===== config.mk =====
export PLATFORM = sky130hd
export DESIGN_NAME = psc_ctrl
export DESIGN_NICKNAME = d
export VERILOG_FILES = /design/src/core/psc_ctrl.v
export VERILOG_INCLUDE_DIRS = /design/src /design/src/core
export SDC_FILE = /design/constraint.sdc
export NUM_CORES = 1
export LEC_CHECK = 0
export BUFFER_PORTS_ARGS = -buffer_cell sky130_fd_sc_hd__buf_2
export CORE_AREA = 4 4 166 168
export CTS_BUF_LIST = sky130_fd_sc_hd__clkbuf_4
export DETAILED_ROUTE_END_ITERATION = 10
export DIE_AREA = 0 0 170 172
export GPL_ROUTABILITY_DRIVEN = 0
export HOLD_SLACK_MARGIN = 0.1
export PLACE_DENSITY = 0.68
export SLEW_MARGIN = 25
export SYNTH_ARGS = -nofsm -noshare
export SYNTH_HDL_FRONTEND = slang
export SYNTH_SLANG_ARGS = --single-unit

===== constraint.sdc =====
create_clock -name CLK_SYS_IN -period 6.8 [get_ports CLK_SYS_IN]
set_input_delay 0 -clock CLK_SYS_IN [delete_from_list [all_inputs] [get_ports CLK_SYS_IN]]
set_output_delay 0 -clock CLK_SYS_IN [all_outputs]
set_load 0.01 [all_outputs]

===== src/core/psc_consts.vh =====
// constants for the pump mode and offset servo control block
// Contract
// [RL1] pump runs only while pump_enable (bit 0 of 48h) is set
// [RL2] while enabled, pump adapts rails and rate; select bit picks source
// [RL3] gain-register mode derives pump mode from committed left/right gains
// [RL4] level-tracking mode also uses the live DAC signal level
// [RL5] change to gain-register mode takes effect only on a commit write
// [RL6] change to level-tracking mode takes effect on the select write
// [RL7] software keeps gain-register mode while sidetone mixing is active
// [RL8] software keeps gain-register mode while playback enhancement is on
// [RL9] select bit resets to gain-register mode
// [RL10] pump needs core clock; divider ratio derived from rate fields
// [RL11] four independent servo channels: out left/right, in left/right
// [RL12] servo enables: bit 7 left, bit 3 right, in 3Dh and 3Ch
// [RL13] writing 1 to bit 6 or bit 2 starts that channel's calibration
// [RL14] done flags in 42h: bit 10 in-L, 9 in-R, 8 out-L, 7 out-R
// [RL15] calibration triggers on several channels run at the same time
// [RL16] calibration lasts about 24 ms then sets the done flag
// [RL17] software triggers output calibration only in a mute-and-short sequence
// [RL18] measured correction is kept even while the path is disabled
// [RL19] calibration only runs while pump enabled and clock present
// [RL20] correction updates may be written at any time, even during playback
// [RL21] commit bit 8 of either gain register applies both gains and mutes
// [RL22] done flag clears on a new trigger and sets when it finishes
`ifndef PSC_CONSTS_VH
`define PSC_CONSTS_VH
// register offsets
`define PSC_OFS_LGAIN 8'h02
`define PSC_OFS_RGAIN 8'h03
`define PSC_OFS_MUTE 8'h1A
`define PSC_OFS_IN_SERVO 8'h3C
`define PSC_OFS_OUT_SERVO 8'h3D
`define PSC_OFS_STATUS 8'h42
`define PSC_OFS_PUMP_EN 8'h48
`define PSC_OFS_PUMP_MODE 8'h52
`define PSC_OFS_CLK_CFG 8'h60
// field positions
`define PSC_BIT_COMMIT 8
`define PSC_BIT_LEFT_EN 7
`define PSC_BIT_LEFT_TRIG 6
`define PSC_BIT_RIGHT_EN 3
`define PSC_BIT_RIGHT_TRIG 2
`define PSC_BIT_DONE_LO 7
`define PSC_BIT_LMUTE 1
`define PSC_BIT_RMUTE 0
`define PSC_BIT_PUMP_EN 0
`define PSC_BIT_LEVEL_SEL 0
// reset values
`define PSC_RST_GAIN 7'h00
`define PSC_RST_CORR 8'h80
`define PSC_RST_RATE 3'h0
`define PSC_RST_MCLK 4'h0
// timing
`define PSC_CLK_MHZ 50
`define PSC_CAL_US 24000
`define PSC_CAL_CYCLES (`PSC_CAL_US * `PSC_CLK_MHZ)
`endif


===== src/core/psc_ctrl.v =====
// pump mode and offset servo control: registers, pump mode, servo calibration
//
// Design decision made here: the plain strobed port.
`timescale 1ns/1ps
`include "psc_consts.vh"

module psc_ctrl
#(
   parameter CAL_CYCLES = `PSC_CAL_CYCLES,
   parameter CNT_W = 21,
   parameter CORR_W = 8,
   parameter LVL_W = 8,
   parameter [6:0] GAIN_HI_THR = 7'h79,
   parameter [7:0] LVL_HI_THR = 8'h40
)
(
   input wire CLK_SYS_IN,
   input wire RESETN_IN,
   input wire [7:0] ADDR_IN,
   input wire [15:0] WDATA_IN,
   input wire WR_IN,
   input wire RD_IN,
   output reg [15:0] RDATA_OUT,
   input wire CORE_CLK_OK_IN,
   input wire [LVL_W-1:0] SIG_LEVEL_IN,
   input wire [3:0] OFFS_CMP_IN,
   output wire PUMP_RUN_OUT,
   output reg PUMP_HIGH_RAIL_OUT,
   output reg PUMP_CLK_OUT,
   output reg [6:0] LEFT_OUT_GAIN_OUT,
   output reg [6:0] RIGHT_OUT_GAIN_OUT,
   output reg LEFT_MUTE_OUT,
   output reg RIGHT_MUTE_OUT,
   output wire [3:0] SERVO_EN_OUT,
   output wire [3:0] CAL_BUSY_OUT,
   output wire [4*CORR_W-1:0] CORR_OUT
);

   // cycles per measurement step: eight steps make one calibration
   // the step count is cut to the counter width on purpose; CNT_W must hold it
   localparam integer STEP_INT = CAL_CYCLES / 8;
   localparam [CNT_W-1:0] STEP_CYCLES = STEP_INT[CNT_W-1:0];
   localparam [2:0] LAST_STEP = 3'h7;

   // =====================================================
   // reset release
   // =====================================================
   reg rst_meta_reg;
   reg rst_sync_reg;
   wire rst_n;

   // async assert, sync release, so no flop leaves reset on a split edge
   always @(posedge CLK_SYS_IN or negedge RESETN_IN)
   begin
      if (!RESETN_IN)
      begin
         rst_meta_reg <= 1'b0;
         rst_sync_reg <= 1'b0;
      end
      else
      begin
         rst_meta_reg <= 1'b1;
         rst_sync_reg <= rst_meta_reg;
      end
   end
   // every other flop uses rst_n, never the raw reset pin
   assign rst_n = rst_sync_reg;

   // =====================================================
   // register decode
   // =====================================================
   wire wr_lgain;
   wire wr_rgain;
   wire wr_mute;
   wire wr_in_servo;
   wire wr_out_servo;
   wire wr_pump_en;
   wire wr_pump_mode;
   wire wr_clk_cfg;
   wire commit;

   // one write strobe per register; unmapped offsets decode to nothing
   assign wr_lgain = WR_IN && (ADDR_IN == `PSC_OFS_LGAIN);
   assign wr_rgain = WR_IN && (ADDR_IN == `PSC_OFS_RGAIN);
   assign wr_mute = WR_IN && (ADDR_IN == `PSC_OFS_MUTE);
   assign wr_in_servo = WR_IN && (ADDR_IN == `PSC_OFS_IN_SERVO);
   assign wr_out_servo = WR_IN && (ADDR_IN == `PSC_OFS_OUT_SERVO);
   assign wr_pump_en = WR_IN && (ADDR_IN == `PSC_OFS_PUMP_EN);
   assign wr_pump_mode = WR_IN && (ADDR_IN == `PSC_OFS_PUMP_MODE);
   assign wr_clk_cfg = WR_IN && (ADDR_IN == `PSC_OFS_CLK_CFG);
   // either gain register's bit 8 applies both sides at once
   // commit bits are write-only and never stored, so they read back as zero
   assign commit = (wr_lgain || wr_rgain) && WDATA_IN[`PSC_BIT_COMMIT]; // [RL21] [RL5]

   // =====================================================
   // control registers
   // =====================================================
   reg [6:0] lgain_pend_reg;
   reg [6:0] rgain_pend_reg;
   reg lmute_pend_reg;
   reg rmute_pend_reg;
   reg pump_enable_reg;
   reg level_sel_reg;
   reg level_active_reg;
   reg [3:0] servo_en_reg;
   reg [2:0] rate_reg;
   reg [3:0] mclk_reg;

   // software-written state; pending gains only reach the outputs on commit
   always @(posedge CLK_SYS_IN or negedge rst_n)
   begin
      if (!rst_n)
      begin
         lgain_pend_reg <= `PSC_RST_GAIN;
         rgain_pend_reg <= `PSC_RST_GAIN;
         lmute_pend_reg <= 1'b0;
         rmute_pend_reg <= 1'b0;
         pump_enable_reg <= 1'b0;
         level_sel_reg <= 1'b0; // [RL9]
         level_active_reg <= 1'b0; // [RL9]
         servo_en_reg <= 4'h0;
         rate_reg <= `PSC_RST_RATE;
         mclk_reg <= `PSC_RST_MCLK;
         LEFT_OUT_GAIN_OUT <= `PSC_RST_GAIN;
         RIGHT_OUT_GAIN_OUT <= `PSC_RST_GAIN;
         LEFT_MUTE_OUT <= 1'b0;
         RIGHT_MUTE_OUT <= 1'b0;
      end
      else
      begin
         if (wr_lgain)
            lgain_pend_reg <= WDATA_IN[6:0];
         if (wr_rgain)
            rgain_pend_reg <= WDATA_IN[6:0];
         // mutes wait for a commit just as the gains do
         if (wr_mute)
         begin
            lmute_pend_reg <= WDATA_IN[`PSC_BIT_LMUTE];
            rmute_pend_reg <= WDATA_IN[`PSC_BIT_RMUTE];
         end
         if (wr_pump_en)
            pump_enable_reg <= WDATA_IN[`PSC_BIT_PUMP_EN]; // [RL1]
         if (wr_pump_mode)
            level_sel_reg <= WDATA_IN[`PSC_BIT_LEVEL_SEL];
         // selecting level tracking acts at once; falling back needs a commit
         if (wr_pump_mode && WDATA_IN[`PSC_BIT_LEVEL_SEL])
            level_active_reg <= 1'b1; // [RL6]
         else if (commit && !level_sel_reg)
            level_active_reg <= 1'b0; // [RL5]
         if (commit)
         begin
            // a commit written together with new gain takes that gain too
            LEFT_OUT_GAIN_OUT <= wr_lgain ? WDATA_IN[6:0] : lgain_pend_reg; // [RL21]
            RIGHT_OUT_GAIN_OUT <= wr_rgain ? WDATA_IN[6:0] : rgain_pend_reg; // [RL21]
            LEFT_MUTE_OUT <= lmute_pend_reg; // [RL21]
            RIGHT_MUTE_OUT <= rmute_pend_reg; // [RL21]
         end
         // enable bits only gate the path; they never start or stop a calibration
         if (wr_in_servo)
         begin
            servo_en_reg[3] <= WDATA_IN[`PSC_BIT_LEFT_EN]; // [RL12]
            servo_en_reg[2] <= WDATA_IN[`PSC_BIT_RIGHT_EN]; // [RL12]
         end
         if (wr_out_servo)
         begin
            servo_en_reg[1] <= WDATA_IN[`PSC_BIT_LEFT_EN]; // [RL12]
            servo_en_reg[0] <= WDATA_IN[`PSC_BIT_RIGHT_EN]; // [RL12]
         end
         // rate fields only feed the pump divider in this block
         if (wr_clk_cfg)
         begin
            rate_reg <= WDATA_IN[2:0];
            mclk_reg <= WDATA_IN[7:4];
         end
      end
   end
   assign SERVO_EN_OUT = servo_en_reg; // [RL11]

   // =====================================================
   // pump mode and clock
   // =====================================================
   // the rail choice lags gains and level by one cycle, which the rails tolerate
   wire pump_run;
   wire gain_high;
   wire lvl_high;
   reg [7:0] div_ratio;
   reg [7:0] div_cnt_reg;

   // without the core clock the pump cannot switch, so it counts as stopped
   assign pump_run = pump_enable_reg && CORE_CLK_OK_IN; // [RL1] [RL10]
   assign PUMP_RUN_OUT = pump_run;
   assign gain_high = (LEFT_OUT_GAIN_OUT >= GAIN_HI_THR) ||
                      (RIGHT_OUT_GAIN_OUT >= GAIN_HI_THR); // [RL3]
   assign lvl_high = (SIG_LEVEL_IN >= LVL_HI_THR); // [RL4]

   // divider from rate fields; low rails switch at half the rate
   // limitation: products above 127 wrap when doubled for the low rails
   always @*
   begin
      div_ratio = ({4'h0, mclk_reg} + 8'h01) * ({5'h00, rate_reg} + 8'h01); // [RL10]
      if (!PUMP_HIGH_RAIL_OUT)
         div_ratio = {div_ratio[6:0], 1'b1}; // [RL2]
   end

   // rail choice and switching clock, both idle while the pump is off
   always @(posedge CLK_SYS_IN or negedge rst_n)
   begin
      if (!rst_n)
      begin
         PUMP_HIGH_RAIL_OUT <= 1'b0;
         PUMP_CLK_OUT <= 1'b0;
         div_cnt_reg <= 8'h00;
      end
      // the divider restarts from zero each time the pump starts
      else if (!pump_run)
      begin
         PUMP_HIGH_RAIL_OUT <= 1'b0; // [RL1]
         PUMP_CLK_OUT <= 1'b0; // [RL1]
         div_cnt_reg <= 8'h00;
      end
      else
      begin
         // level tracking narrows the gain decision by the live signal
         if (level_active_reg)
            PUMP_HIGH_RAIL_OUT <= gain_high && lvl_high; // [RL2] [RL4]
         else
            PUMP_HIGH_RAIL_OUT <= gain_high; // [RL2] [RL3]
         if (div_cnt_reg >= div_ratio)
         begin
            div_cnt_reg <= 8'h00;
            PUMP_CLK_OUT <= ~PUMP_CLK_OUT; // [RL10]
         end
         else
            div_cnt_reg <= div_cnt_reg + 8'h01;
      end
   end

   // =====================================================
   // servo channels: 0 out-R, 1 out-L, 2 in-R, 3 in-L
   // =====================================================
   wire [3:0] trig;
   wire [3:0] done;
   wire [3:0] busy;

   // write-1 trigger bits, which read back as zero
   // a trigger is taken only while the pump runs; otherwise it is lost
   assign trig[0] = wr_out_servo && WDATA_IN[`PSC_BIT_RIGHT_TRIG]; // [RL13]
   assign trig[1] = wr_out_servo && WDATA_IN[`PSC_BIT_LEFT_TRIG]; // [RL13]
   assign trig[2] = wr_in_servo && WDATA_IN[`PSC_BIT_RIGHT_TRIG]; // [RL13]
   assign trig[3] = wr_in_servo && WDATA_IN[`PSC_BIT_LEFT_TRIG]; // [RL13]
   assign CAL_BUSY_OUT = busy;

   // channel index order matches the status bits from bit 7 upward
   genvar ch;
   generate
      for (ch = 0; ch < 4; ch = ch + 1)
      begin : g_servo
         reg busy_reg;
         reg done_reg;
         reg [2:0] step_reg;
         reg [CNT_W-1:0] cnt_reg;
         reg [CORR_W-1:0] corr_reg;
         reg [CORR_W-1:0] trial_reg;

         // each channel runs its own successive approximation in parallel
         always @(posedge CLK_SYS_IN or negedge rst_n)
         begin
            if (!rst_n)
            begin
               busy_reg <= 1'b0;
               done_reg <= 1'b0;
               step_reg <= 3'h0;
               cnt_reg <= {CNT_W{1'b0}};
               corr_reg <= `PSC_RST_CORR;
               trial_reg <= `PSC_RST_CORR;
            end
            else if (trig[ch] && pump_run)
            begin
               // a trigger during a run restarts it from the first step
               busy_reg <= 1'b1; // [RL13] [RL15] [RL20]
               done_reg <= 1'b0; // [RL22]
               step_reg <= 3'h0;
               cnt_reg <= {CNT_W{1'b0}};
               trial_reg <= `PSC_RST_CORR;
            end
            // losing the pump mid-run leaves done low, so no false finish is shown
            else if (busy_reg && !pump_run)
               busy_reg <= 1'b0; // [RL19] abandoned, old correction kept
            else if (busy_reg)
            begin
               // step boundary: judge the current bit, then try the next lower one
               if (cnt_reg >= STEP_CYCLES - 1'b1)
               begin
                  cnt_reg <= {CNT_W{1'b0}};
                  // comparator high means the trial overshoots: drop the bit
                  if (OFFS_CMP_IN[ch])
                     trial_reg[3'h7 - step_reg] <= 1'b0;
                  if (step_reg != LAST_STEP)
                  begin
                     trial_reg[3'h6 - step_reg] <= 1'b1;
                     step_reg <= step_reg + 3'h1;
                  end
                  else
                  begin
                     // the last bit is judged straight into the stored correction
                     busy_reg <= 1'b0;
                     done_reg <= 1'b1; // [RL16] [RL22]
                     corr_reg <= OFFS_CMP_IN[ch] ?
                        {trial_reg[7:1], 1'b0} : trial_reg; // [RL13]
                  end
               end
               else
                  cnt_reg <= cnt_reg + 1'b1; // [RL16]
            end
         end
         assign done[ch] = done_reg;
         assign busy[ch] = busy_reg;
         // correction stays put whatever the enable does
         assign CORR_OUT[ch*CORR_W +: CORR_W] = corr_reg; // [RL18]
      end
   endgenerate

   // =====================================================
   // read port
   // =====================================================
   reg [15:0] rd_next;

   // read mux; unmapped offsets and reserved bits return zero
   // status bits sit in one block so a single read shows all four channels
   always @*
   begin
      rd_next = 16'h0000;
      if (ADDR_IN == `PSC_OFS_LGAIN)
         rd_next[6:0] = lgain_pend_reg;
      else if (ADDR_IN == `PSC_OFS_RGAIN)
         rd_next[6:0] = rgain_pend_reg;
      else if (ADDR_IN == `PSC_OFS_MUTE)
      begin
         rd_next[`PSC_BIT_LMUTE] = lmute_pend_reg;
         rd_next[`PSC_BIT_RMUTE] = rmute_pend_reg;
      end
      else if (ADDR_IN == `PSC_OFS_IN_SERVO)
      begin
         rd_next[`PSC_BIT_LEFT_EN] = servo_en_reg[3];
         rd_next[`PSC_BIT_RIGHT_EN] = servo_en_reg[2];
      end
      else if (ADDR_IN == `PSC_OFS_OUT_SERVO)
      begin
         rd_next[`PSC_BIT_LEFT_EN] = servo_en_reg[1];
         rd_next[`PSC_BIT_RIGHT_EN] = servo_en_reg[0];
      end
      else if (ADDR_IN == `PSC_OFS_STATUS)
         rd_next[`PSC_BIT_DONE_LO +: 4] = done; // [RL14]
      else if (ADDR_IN == `PSC_OFS_PUMP_EN)
         rd_next[`PSC_BIT_PUMP_EN] = pump_enable_reg;
      else if (ADDR_IN == `PSC_OFS_PUMP_MODE)
         rd_next[`PSC_BIT_LEVEL_SEL] = level_sel_reg;
      else if (ADDR_IN == `PSC_OFS_CLK_CFG)
      begin
         rd_next[2:0] = rate_reg;
         rd_next[7:4] = mclk_reg;
      end
   end

   // read data stands only in the cycle after the strobe
   // zero outside the read cycle keeps a shared read bus quiet
   always @(posedge CLK_SYS_IN or negedge rst_n)
   begin
      if (!rst_n)
         RDATA_OUT <= 16'h0000;
      else if (RD_IN)
         RDATA_OUT <= rd_next;
      else
         RDATA_OUT <= 16'h0000;
   end

endmodule


==> results of run 1 <==
[power breakdown]
part / switching [mW] / leakage (nW) / internal (mW) / total (mW)
registers: 0.0116 / 3.26 / 1.42 / 1.43
logic: 0.0648 / 3.17 / 0.0407 / 0.105
clock network: 0.591 / 0.506 / 0.712 / 1.30
total: 0.668 / 6.93 / 2.17 / 2.84
[worst paths after layout]
| kind | end | depth (start not counted) | from |
|---|---|---|---|
| worst min-delay path | rgain_pend_reg[5] | 3 | WDATA_IN[5] |
| min in group asynchronous | g_servo[3].corr_reg[0] | 0 | rst_n |
| worst max register to register | PUMP_CLK_OUT | 18 | rate_reg[0] |
| worst max-delay path | PUMP_CLK_OUT | 18 | rate_reg[0] |
| worst min register to register | g_servo[3].corr_reg[0] | 0 | rst_n |
| max in group asynchronous | lgain_pend_reg[0] | 2 | rst_n |
[synth_stat cells, drive strengths merged (8+ instances only)]
| master | n | area [um^2] |
|---|---|---|
| buf | 23 | 140 |
| or3 | 17 | 106 |
| and2 | 9 | 56.3 |
| xnor2 | 42 | 368 |
| o21ai | 25 | 125 |
| nor3 | 28 | 140 |
| nor4 | 19 | 119 |
| nand3 | 51 | 260 |
| nand2b | 12 | 75.1 |
| mux2 | 76 | 856 |
| a31oi | 13 | 81.3 |
| nand4 | 31 | 194 |
| ha | 34 | 425 |
| nand2 | 96 | 360 |
| mux2i | 12 | 120 |
| clkbuf | 23 | 87.6 |
| inv | 35 | 131 |
| nor2 | 141 | 534 |
| dfrtp | 229 | 5730 |
| nor2b | 14 | 87.6 |
| a21oi | 42 | 214 |
| xor2 | 36 | 315 |
| a21o | 11 | 82.6 |
| a211oi | 10 | 80.1 |
| and3 | 33 | 206 |
| dfstp | 8 | 210 |
[layout make-up]
cell class                      count  area, um^2  area share [%]
Clock buffer                      101         758            5.34
Clock inverter                     14        82.6           0.582
Antenna cell                        2        5.00          0.0353
Sequential cell                   237        5940            41.9
Multi-Input combinational cell    871        5870            41.4
Tap cell                          335         419            2.95
Inverter                           35         131           0.926
Timing Repair Buffer              146         980            6.90
[metrics by stage]
stage / hold slack, ps / worst slack [ps]
global placement: -215 / 2240
CTS: 127 / 2080
finish: 185 / 2130
global route: 142 / 1690
detailed placement: -211 / 2100
floorplan: -296 / 2360
[routing by layer]
metal  GRT usage [%]  wire length [um]  vias to the layer above  part of all wire [%]
met5               0                 0                        -                     0
met4            7.26               603                        0                   2.1
met1            26.5             12700                     4637                    45
met2            30.0             13000                      240                    46
met3            6.01              1970                       47                   7.0
li1                -                 -                     4638                     -
[worst register-to-register path, cell delays in order, from the launching register on]
cell	delay [ps]
dfrtp_1	490
ha_1	260
xnor2_1	190
nand2b_1	200
fa_1	510
inv_1	60
fa_1	510
ha_1	310
a21o_1	160
a21oi_1	210
o21bai_1	90
a21oi_1	180
xnor2_1	130
mux2i_1	90
ha_1	320
and2_1	330
nand2_1	80
or4_1	400
nand3_1	100
[cell usage in the layout (no fill, tap or decap), drive strengths merged, types with 9 or more instances in the layout]
| cell | n |
|---|---|
| dfrtp | 229 |
| nor2 | 141 |
| buf | 105 |
| clkbuf | 101 |
| nand2 | 96 |
| mux2 | 76 |
| nand3 | 51 |
| xnor2 | 42 |
| a21oi | 42 |
| dlygate4sd3 | 41 |
| inv | 38 |
| xor2 | 36 |
| ha | 34 |
| and3 | 33 |
| nand4 | 31 |
| nor3 | 28 |
| o21ai | 25 |
| nor4 | 19 |
| or3 | 17 |
| nor2b | 14 |
| a31oi | 13 |
| mux2i | 12 |
| nand2b | 12 |
| a21o | 11 |
| a211oi | 10 |
| and2 | 9 |
| clkinv | 9 |
[kinds of logic (layout without fill, tap and decap cells)]
| logic type | after synthesis | in the layout |
|---|---|---|
| buffers and inverters | 81 | 296 |
| XOR/XNOR | 78 | 78 |
| other | 2 | 8 |
| flip-flops | 237 | 237 |
| adder cells (fa/ha/maj) | 40 | 40 |
| AO/OA/AOI/OAI | 169 | 169 |
| AND/OR/NAND/NOR | 490 | 490 |
| multiplexers | 88 | 88 |
==> flow_metrics.env, run 1 <==
export IMPL_synth_simple_area_share_pct=20.3
export IMPL_ctsHoldBuffers=41
export IMPL_grt_usage_pct=19.6
export IMPL_crit_type="reg -> reg"
export IMPL_synth_top_family_by_area="simple AND/OR/NAND/NOR gates"
export IMPL_synth_area_um2=12200
export IMPL_crit_family="adder cells"
export IMPL_synth_async_reset_ratio_pct=100
export IMPL_syn_to_final_growth_pct=16.8
export IMPL_fin_crit_ps=4670
export IMPL_outcome="completed"
export IMPL_n_fill_cell=2304
export IMPL_drtPass1Iterations=6
export IMPL_antenna_left=0
export IMPL_path_cells="ha_1 -> xnor2_1 -> nand2b_1 -> fa_1 -> inv_1 -> fa_1 -> ha_1 -> a21o_1 -> a21oi_1 -> o21bai_1 -> a21oi_1 -> xnor2_1 -> mux2i_1 -> ha_1 -> and2_1 -> nand2_1 -> or4_1 -> nand3_1"
export IMPL_clock_sinks=237
export IMPL_wl_per_cell_um=16.2
export IMPL_vdd_drop_max_uv=154
export IMPL_cp_num_buf_inv=1
export IMPL_drv_cap=0
export IMPL_end_kind="flip-flop"
export IMPL_overflow=0
export IMPL_tritoncts="done"
export IMPL_synthFlopType="dfrtp_1"
export IMPL_syn_inst=1185
export IMPL_dieWidth_um=170
export IMPL_skew_ps=32.2
export IMPL_rrSetupSlack_ps=2130
export IMPL_setup_viol=0
export IMPL_vias=9562
export IMPL_path_max_fanout=10
export IMPL_clk_pin_slew_ps=60
export IMPL_final_cells=1741
export IMPL_grt_max_degree=77
export IMPL_synth_compound_gate_area_share_pct=9.62
export IMPL_cp_start_kind="flip-flop"
export IMPL_synth_xor_area_share_pct=5.62
export IMPL_critPathRequiredTime_ps=7380
export IMPL_synth_edf_count=0
export IMPL_grt_pass1_wl_mm=47.5
export IMPL_start_util_pct=46.9
export IMPL_power_density_nw_per_um2=200
export IMPL_fmax_mhz=214
export IMPL_cts_buffers_inserted=66
export IMPL_routed_wl_mm=28.3
export IMPL_yosysWarnings=0
export IMPL_finalInstanceArea_um2=14200
export IMPL_synth_mux_area_share_pct=8.03
export IMPL_finalPower_mw=2.84
export IMPL_hold_path_class="in -> reg"
export IMPL_die_y_um=172
export IMPL_arrival_ps=5250
export IMPL_coreArea_um2=25900
export IMPL_ys_types=79
export IMPL_die_area_um2=29200
export IMPL_largest_reg_flops=84
export IMPL_place_inst=1582
export IMPL_cp_common_cell="ha_1"
export IMPL_cts_resized=0
export IMPL_grt_pass1_vias=9431
export IMPL_drt_iter0_drc=595
export IMPL_setup_tns_final_ps=0
export IMPL_clkLatencyLatePin_ps=670
export IMPL_ios=116
export IMPL_syn_area_per_cell_um2=10.3
export IMPL_finalHoldViolCount=0
export IMPL_cts_htree_levels=3
export IMPL_synth_seq_area_share_pct=48.9
export IMPL_drc=0
export IMPL_fin_util_pct=54.8
export IMPL_leakage_nw=6.93
export IMPL_synth_seq_cells=237
export IMPL_post_cts_repair_setup_buffers=0
export IMPL_nets=1438
export IMPL_final_layout_size_suffix_gt1_share_pct=22.1
export IMPL_worst_pin_slew_ps=979
export IMPL_viasPerCell=5.49
export IMPL_io_buffers=97
export IMPL_slew_violations=0
export IMPL_synthAdderAreaFrac_pct=4.49
export IMPL_clk_path_buf_depth=3
export IMPL_dpl_instance_area_um2=12900
export IMPL_cts_root_buf="clkbuf_4"
export IMPL_slowest_stage="fa_1"
export IMPL_rsz0062_at_grt="no"
export IMPL_relSlewSlack_pct=34.6
export IMPL_antenna_found_initial=2
export IMPL_finalCritPeriodShare_pct=68.7
export IMPL_slowest_delay_ps=510
export IMPL_rows=59
export IMPL_hpwl_mm=19.3
No activity file was read; power rests on OpenSTA's default activity.
==> run 2: changes to the inputs <==
==> constraint.sdc (replaced) <==
create_clock -name CLK_SYS_IN -period 3.9 [get_ports CLK_SYS_IN]
set_input_delay 0 -clock CLK_SYS_IN [delete_from_list [all_inputs] [get_ports CLK_SYS_IN]]
set_output_delay 0 -clock CLK_SYS_IN [all_outputs]
set_load 0.01 [all_outputs]
==> run 2 against run 1 <==
  * The flow now finishes with violations (setup timing)
  * Utilization increased by 1.5 points
  * Cell count is 2.2% higher
  * Clock-buffer cell count decreased by 6
  * Routed wire length rose by 2.1%
  * First-iteration DRC count increased by 5.5%
  * Non-clock buffer count increased by 31
  * Clock skew is 3.0 ps lower
  * Via count up 2.7%
  * Fmax rose by 12%
  * Sequential share of layout area shrank 1.1 points
  * Sequential cell count is the same
  * Sequential power rose by 74%
  * Critical path type unchanged
==> flow_metrics.env, run 2 (synthesized netlist as in run 1, its figures left out) <==
export IMPL_rrSetupSlack_ps=-280
export IMPL_drv_cap=0
export IMPL_clock_sinks=237
export IMPL_path_max_fanout=3
export IMPL_slowest_delay_ps=550
export IMPL_vias=9816
export IMPL_overflow=0
export IMPL_reg2regPathDepth=18
export IMPL_cts_root_buf="clkbuf_4"
export IMPL_finalHoldViolCount=0
export IMPL_rows=59
export IMPL_violations="setup timing"
export IMPL_drt_iter0_drc=628
export IMPL_fin_crit_ps=4180
export IMPL_grt_pass1_vias=9719
export IMPL_dieWidth_um=170
export IMPL_layout_common_cells="dfrtp_1 (227), nor2_1 (139), buf_2 (98)"
export IMPL_start_util_pct=46.9
export IMPL_crit_type="reg -> reg"
export IMPL_die_y_um=172
export IMPL_slowest_stage="fa_1"
export IMPL_slew_violations=0
export IMPL_wl_per_cell_um=16.2
export IMPL_grt_pass1_wl_mm=48.3
export IMPL_coreArea_um2=25900
export IMPL_worst_pin_slew_ps=893
export IMPL_routed_wl_mm=28.9
export IMPL_fmax_mhz=239
export IMPL_path_cells="ha_2 -> xnor2_2 -> nand2b_4 -> fa_1 -> inv_1 -> fa_1 -> ha_1 -> a21o_1 -> a21oi_2 -> o21bai_1 -> a21oi_1 -> xnor2_1 -> mux2i_1 -> ha_1 -> a211oi_4 -> nor3_1 -> a311oi_2 -> nand3_1"
export IMPL_final_layout_size_suffix_gt1_share_pct=24.7
export IMPL_drtPass1Iterations=5
export IMPL_grt_max_degree=141
export IMPL_outcome="finished, violations left"
export IMPL_clk_pin_slew_ps=70
export IMPL_setup_viol=9
export IMPL_clkLatencyLatePin_ps=680
export IMPL_antenna_left=0
export IMPL_grt_usage_pct=20.0
export IMPL_regToRegStartpoint="rate_reg[0]"
export IMPL_relSlewSlack_pct=39.7
export IMPL_finalCritPeriodShare_pct=107
export IMPL_drc=0
export IMPL_rsz0062_at_grt="yes"
export IMPL_nets=1472
export IMPL_critPathRequiredTime_ps=4420
export IMPL_vdd_drop_max_uv=279
export IMPL_syn_to_final_growth_pct=19.9
export IMPL_cp_start_kind="flip-flop"
export IMPL_end_kind="flip-flop"
export IMPL_cts_htree_levels=3
export IMPL_cts_buffers_inserted=69
export IMPL_power_density_nw_per_um2=352
export IMPL_viasPerCell=5.51
export IMPL_antenna_found_initial=2
export IMPL_leakage_nw=7.12
export IMPL_setup_slack_ps=-279
export IMPL_regToRegEndpoint="PUMP_CLK_OUT"
export IMPL_crit_family="adder cells"
export IMPL_hpwl_mm=20.0
export IMPL_skew_ps=29.2
export IMPL_hold_path_class="reg -> async"
export IMPL_final_cells=1780
export IMPL_ios=116
export IMPL_setup_tns_final_ps=-2080
export IMPL_mostFrequentLayoutCell="dfrtp_1"
export IMPL_arrival_ps=4700
export IMPL_n_fill_cell=2226
export IMPL_die_area_um2=29200
export IMPL_place_inst=1609
export IMPL_clk_path_buf_depth=3
export IMPL_io_buffers=97
export IMPL_cp_num_buf_inv=1
export IMPL_tritoncts="done"
export IMPL_largest_reg_flops=84
## run 2: cell types whose count changed in the layout (fill, tap and decap cells not counted), sizes merged
cell	previous run	this run
buf	105	136
clkinvlp	1	2
bufinv	1	3
inv	38	36
diode	2	1
clkinv	9	23
clkbuf	101	95
## run 2: area by class of cell
cell class,instances,area [um^2],area share [%]
antenna,1,2.50,0.0172
clock buffer,95,713,4.89
clock inverter,29,201,1.38
inverter,35,131,0.902
multi-input combinational,871,5960,40.9
sequential,237,5950,40.8
tap,335,419,2.88
timing repair buffer,177,1200,8.23
## run 2: worst max-delay path by stage
stage           startpoint           end  depth (start not counted)
3_5_place_dp   rate_reg[0]  PUMP_CLK_OUT                         18
4_1_cts        rate_reg[0]  PUMP_CLK_OUT                         18
3_3_place_gp   rate_reg[0]  PUMP_CLK_OUT                         18
2_1_floorplan  rate_reg[0]  PUMP_CLK_OUT                         19
6_report       rate_reg[0]  PUMP_CLK_OUT                         18
5_1_grt        rate_reg[0]  PUMP_CLK_OUT                         18
## run 2: repair_timing
action | CTS | global route
hold buffers | 41 | 0
pin swaps | 9 | 7
setup endpoints to repair | 9 | 9
setup buffers | 2 | 2
gates resized for setup | 9 | 3
endpoints found under the hold margin | 124 | 0
gates cloned | 0 | 1
## run 2: per-stage QoR
step | hold slack [ps] | setup slack, ps | utilization (%) | power, mW | cell area (um^2)
floorplan | -296 | -207 | - | 2.63 | 12200
global placement | -213 | -262 | 50.7 | 2.71 | 13100
detailed placement | -211 | -334 | 50.7 | 2.71 | 13100
CTS | 126 | -214 | 56.1 | 5.20 | 14500
global route | 137 | -498 | 56.2 | 5.38 | 14600
finish | 135 | -279 | 56.2 | 5.12 | 14600
## run 2: metal layers
layer  track usage, %  share of wire, %  routed length, um
met1             27.4                45              13000
met5                0             0.042                 12
met2             30.8                46              13300
met3             4.50               5.7               1630
met4             8.65               3.3                965
## run 2: power by group
| part | internal (mW) | leakage (nW) | switching (mW) | total [mW] |
|---|---|---|---|---|
| Clock | 1.34 | 0.532 | 1.08 | 2.42 |
| Combinational | 0.0851 | 3.33 | 0.125 | 0.210 |
| Sequential | 2.48 | 3.26 | 0.0159 | 2.49 |
==> run 3: changes to the inputs <==
--- a/config.mk
+++ b/config.mk
@@ -7,13 +7,13 @@
 export NUM_CORES = 1
 export LEC_CHECK = 0
 export BUFFER_PORTS_ARGS = -buffer_cell sky130_fd_sc_hd__buf_2
-export CORE_AREA = 4 4 166 168
+export CORE_AREA = 4 4 153 155
 export CTS_BUF_LIST = sky130_fd_sc_hd__clkbuf_4
 export DETAILED_ROUTE_END_ITERATION = 10
-export DIE_AREA = 0 0 170 172
+export DIE_AREA = 0 0 157 159
 export GPL_ROUTABILITY_DRIVEN = 0
 export HOLD_SLACK_MARGIN = 0.1
-export PLACE_DENSITY = 0.68
+export PLACE_DENSITY = 0.78
 export SLEW_MARGIN = 25
 export SYNTH_ARGS = -nofsm -noshare
 export SYNTH_HDL_FRONTEND = slang
==> run 3 against run 2 <==
  * The flow still finishes with violations (setup timing)
  * Cell count decreased by 3.0%
  * Die area shrank 15%
  * Fmax down 2.2%
  * Setup slack lost 93 ps
  * Sequential share of layout area hardly changed
  * Worst hold slack better by 36 ps
  * Global-route usage increased by 3.6 points
  * Final area up 0.15%
  * Non-clock buffer count is 10 higher
  * Routed wire length grew 2.1%
  * First-iteration DRC count rose by 45%
  * Critical path type unchanged
==> flow_metrics.env, run 3 (synthesized netlist as in run 1, its figures left out) <==
export IMPL_wl_per_cell_um=17.1
export IMPL_die_area_um2=25000
export IMPL_grt_pass1_wl_mm=49.4
export IMPL_cts_htree_levels=2
export IMPL_setup_slack_ps=-372
export IMPL_fin_util_pct=66.9
export IMPL_drv_cap=0
export IMPL_rsz0062_at_grt="yes"
export IMPL_io_buffers=97
export IMPL_vias=9967
export IMPL_outcome="finished, violations left"
export IMPL_viasPerCell=5.77
export IMPL_overflow=0
export IMPL_cts_root_buf="clkbuf_4"
export IMPL_critPathRequiredTime_ps=4460
export IMPL_finalCritPeriodShare_pct=110
export IMPL_layout_common_cells="dfrtp_1 (225), nor2_1 (139), buf_2 (97)"
export IMPL_worst_pin_slew_ps=1060
export IMPL_mostFrequentLayoutCell="dfrtp_1"
export IMPL_finalHoldViolCount=0
export IMPL_end_kind="flip-flop"
export IMPL_grt_max_degree=68
export IMPL_route_met3_wl_mm=1.67
export IMPL_hpwl_mm=19.5
export IMPL_drc=0
export IMPL_clkLatencyLatePin_ps=730
export IMPL_fin_crit_ps=4270
export IMPL_power_density_nw_per_um2=334
export IMPL_top_layer="met4"
export IMPL_nets=1474
export IMPL_syn_to_final_growth_pct=20.1
export IMPL_crit_type="reg -> reg"
export IMPL_clock_sinks=237
export IMPL_routed_wl_mm=29.5
export IMPL_holdWs_ps=171
export IMPL_grt_pass1_vias=10100
export IMPL_coreArea_um2=21800
export IMPL_start_util_pct=55.7
export IMPL_drt_iter0_drc=910
export IMPL_antenna_found_initial=1
export IMPL_fmax_mhz=234
export IMPL_path_max_fanout=4
export IMPL_cts_buffers_inserted=61
export IMPL_path_cells="ha_4 -> xnor2_4 -> nand2b_4 -> fa_1 -> inv_2 -> fa_1 -> ha_1 -> a21o_1 -> a21oi_4 -> o21bai_1 -> a21oi_1 -> xnor2_1 -> mux2i_1 -> ha_1 -> a211oi_4 -> nor3_1 -> a311oi_2 -> nand3_1"
export IMPL_relSlewSlack_pct=28.7
export IMPL_violations="setup timing"
export IMPL_dieWidth_um=157
export IMPL_rows=54
export IMPL_slowest_stage="fa_1"
export IMPL_cp_start_kind="flip-flop"
export IMPL_vdd_drop_max_uv=205
export IMPL_drtPass1Iterations=5
export IMPL_leakage_nw=7.17
export IMPL_slew_violations=0
export IMPL_grt_usage_pct=23.6
export IMPL_wl_met2_mm=14.3
export IMPL_antenna_left=0
export IMPL_clk_pin_slew_ps=80
export IMPL_tritoncts="done"
export IMPL_hold_path_class="in -> reg"
export IMPL_arrival_ps=4840
export IMPL_final_layout_size_suffix_gt1_share_pct=25.7
export IMPL_largest_reg_flops=84
export IMPL_die_y_um=159
export IMPL_clk_path_buf_depth=3
export IMPL_setup_viol=9
export IMPL_wl_met1_mm=12.7
export IMPL_slowest_delay_ps=520
export IMPL_skew_ps=73.4
export IMPL_ios=116
[run 3: worst paths after layout]
path                              startpoint                 to  slack, ps  cells after the start
worst max-delay path             rate_reg[0]       PUMP_CLK_OUT       -370                     18
worst min-delay path             WDATA_IN[4]  rgain_pend_reg[4]        170                      3
worst max register to register   rate_reg[0]       PUMP_CLK_OUT       -370                     18
worst min register to register  rst_meta_reg              rst_n        340                      0
max in group asynchronous              rst_n        rate_reg[1]       2340                      2
min in group asynchronous          RESETN_IN              rst_n        190                      3
[run 3: layer usage]
metal,vias to the layer above,track usage [%]
li1,4723,-
met4,0,9.27
met2,311,37.5
met3,74,4.21
met1,4859,32.2
met5,-,0
[run 3: final cells by class]
type / instances / area (um^2)
antenna: 1 / 2.50
clock buffer: 92 / 691
clock inverter: 24 / 110
fill: 1664 / 7230
inverter: 35 / 131
multi-input combinational: 871 / 6060
sequential: 237 / 5950
tap: 280 / 350
timing repair buffer: 187 / 1300
[run 3: repair_timing]
| item | in CTS | in global routing |
|---|---|---|
| gates resized for setup | 9 | 33 |
| gates cloned | 0 | 1 |
| pin swaps | 7 | 2 |
| hold endpoints to repair | 138 | 0 |
| setup buffers | 3 | 3 |
| setup endpoints to repair | 9 | 9 |
| hold buffers | 47 | 0 |
[run 3: critical path, delay by kind of cell (launching register included)]
kind,cells,cell delay [ps]
flops,1,450
simple gates,3,370
mux,1,110
fa+ha+maj,5,1840
compound gates,6,1070
buf+inv,1,40
xor+xnor,2,280
[run 3: stage by stage]
step | worst slack, ps | cells | setup TNS (ps) | power, mW | cell area (um^2)
final | -372 | 1727 | -2690 | 4.88 | 14600
after global routing | -564 | 1727 | -4390 | 5.09 | 14600
after CTS | -212 | 1722 | -1100 | 4.92 | 14400
after detailed placement | -378 | 1556 | -2690 | 2.71 | 13100
after global placement | -249 | 1556 | -1490 | 2.71 | 13100
after floorplan | -207 | 1189 | -746 | 2.63 | 12200
[run 3: power breakdown]
part / internal, mW / switching (mW) / total [mW] / leakage [nW]
Combinational: 0.0939 / 0.118 / 0.212 / 3.43
Clock: 1.09 / 1.07 / 2.16 / 0.477
Sequential: 2.48 / 0.0294 / 2.50 / 3.26
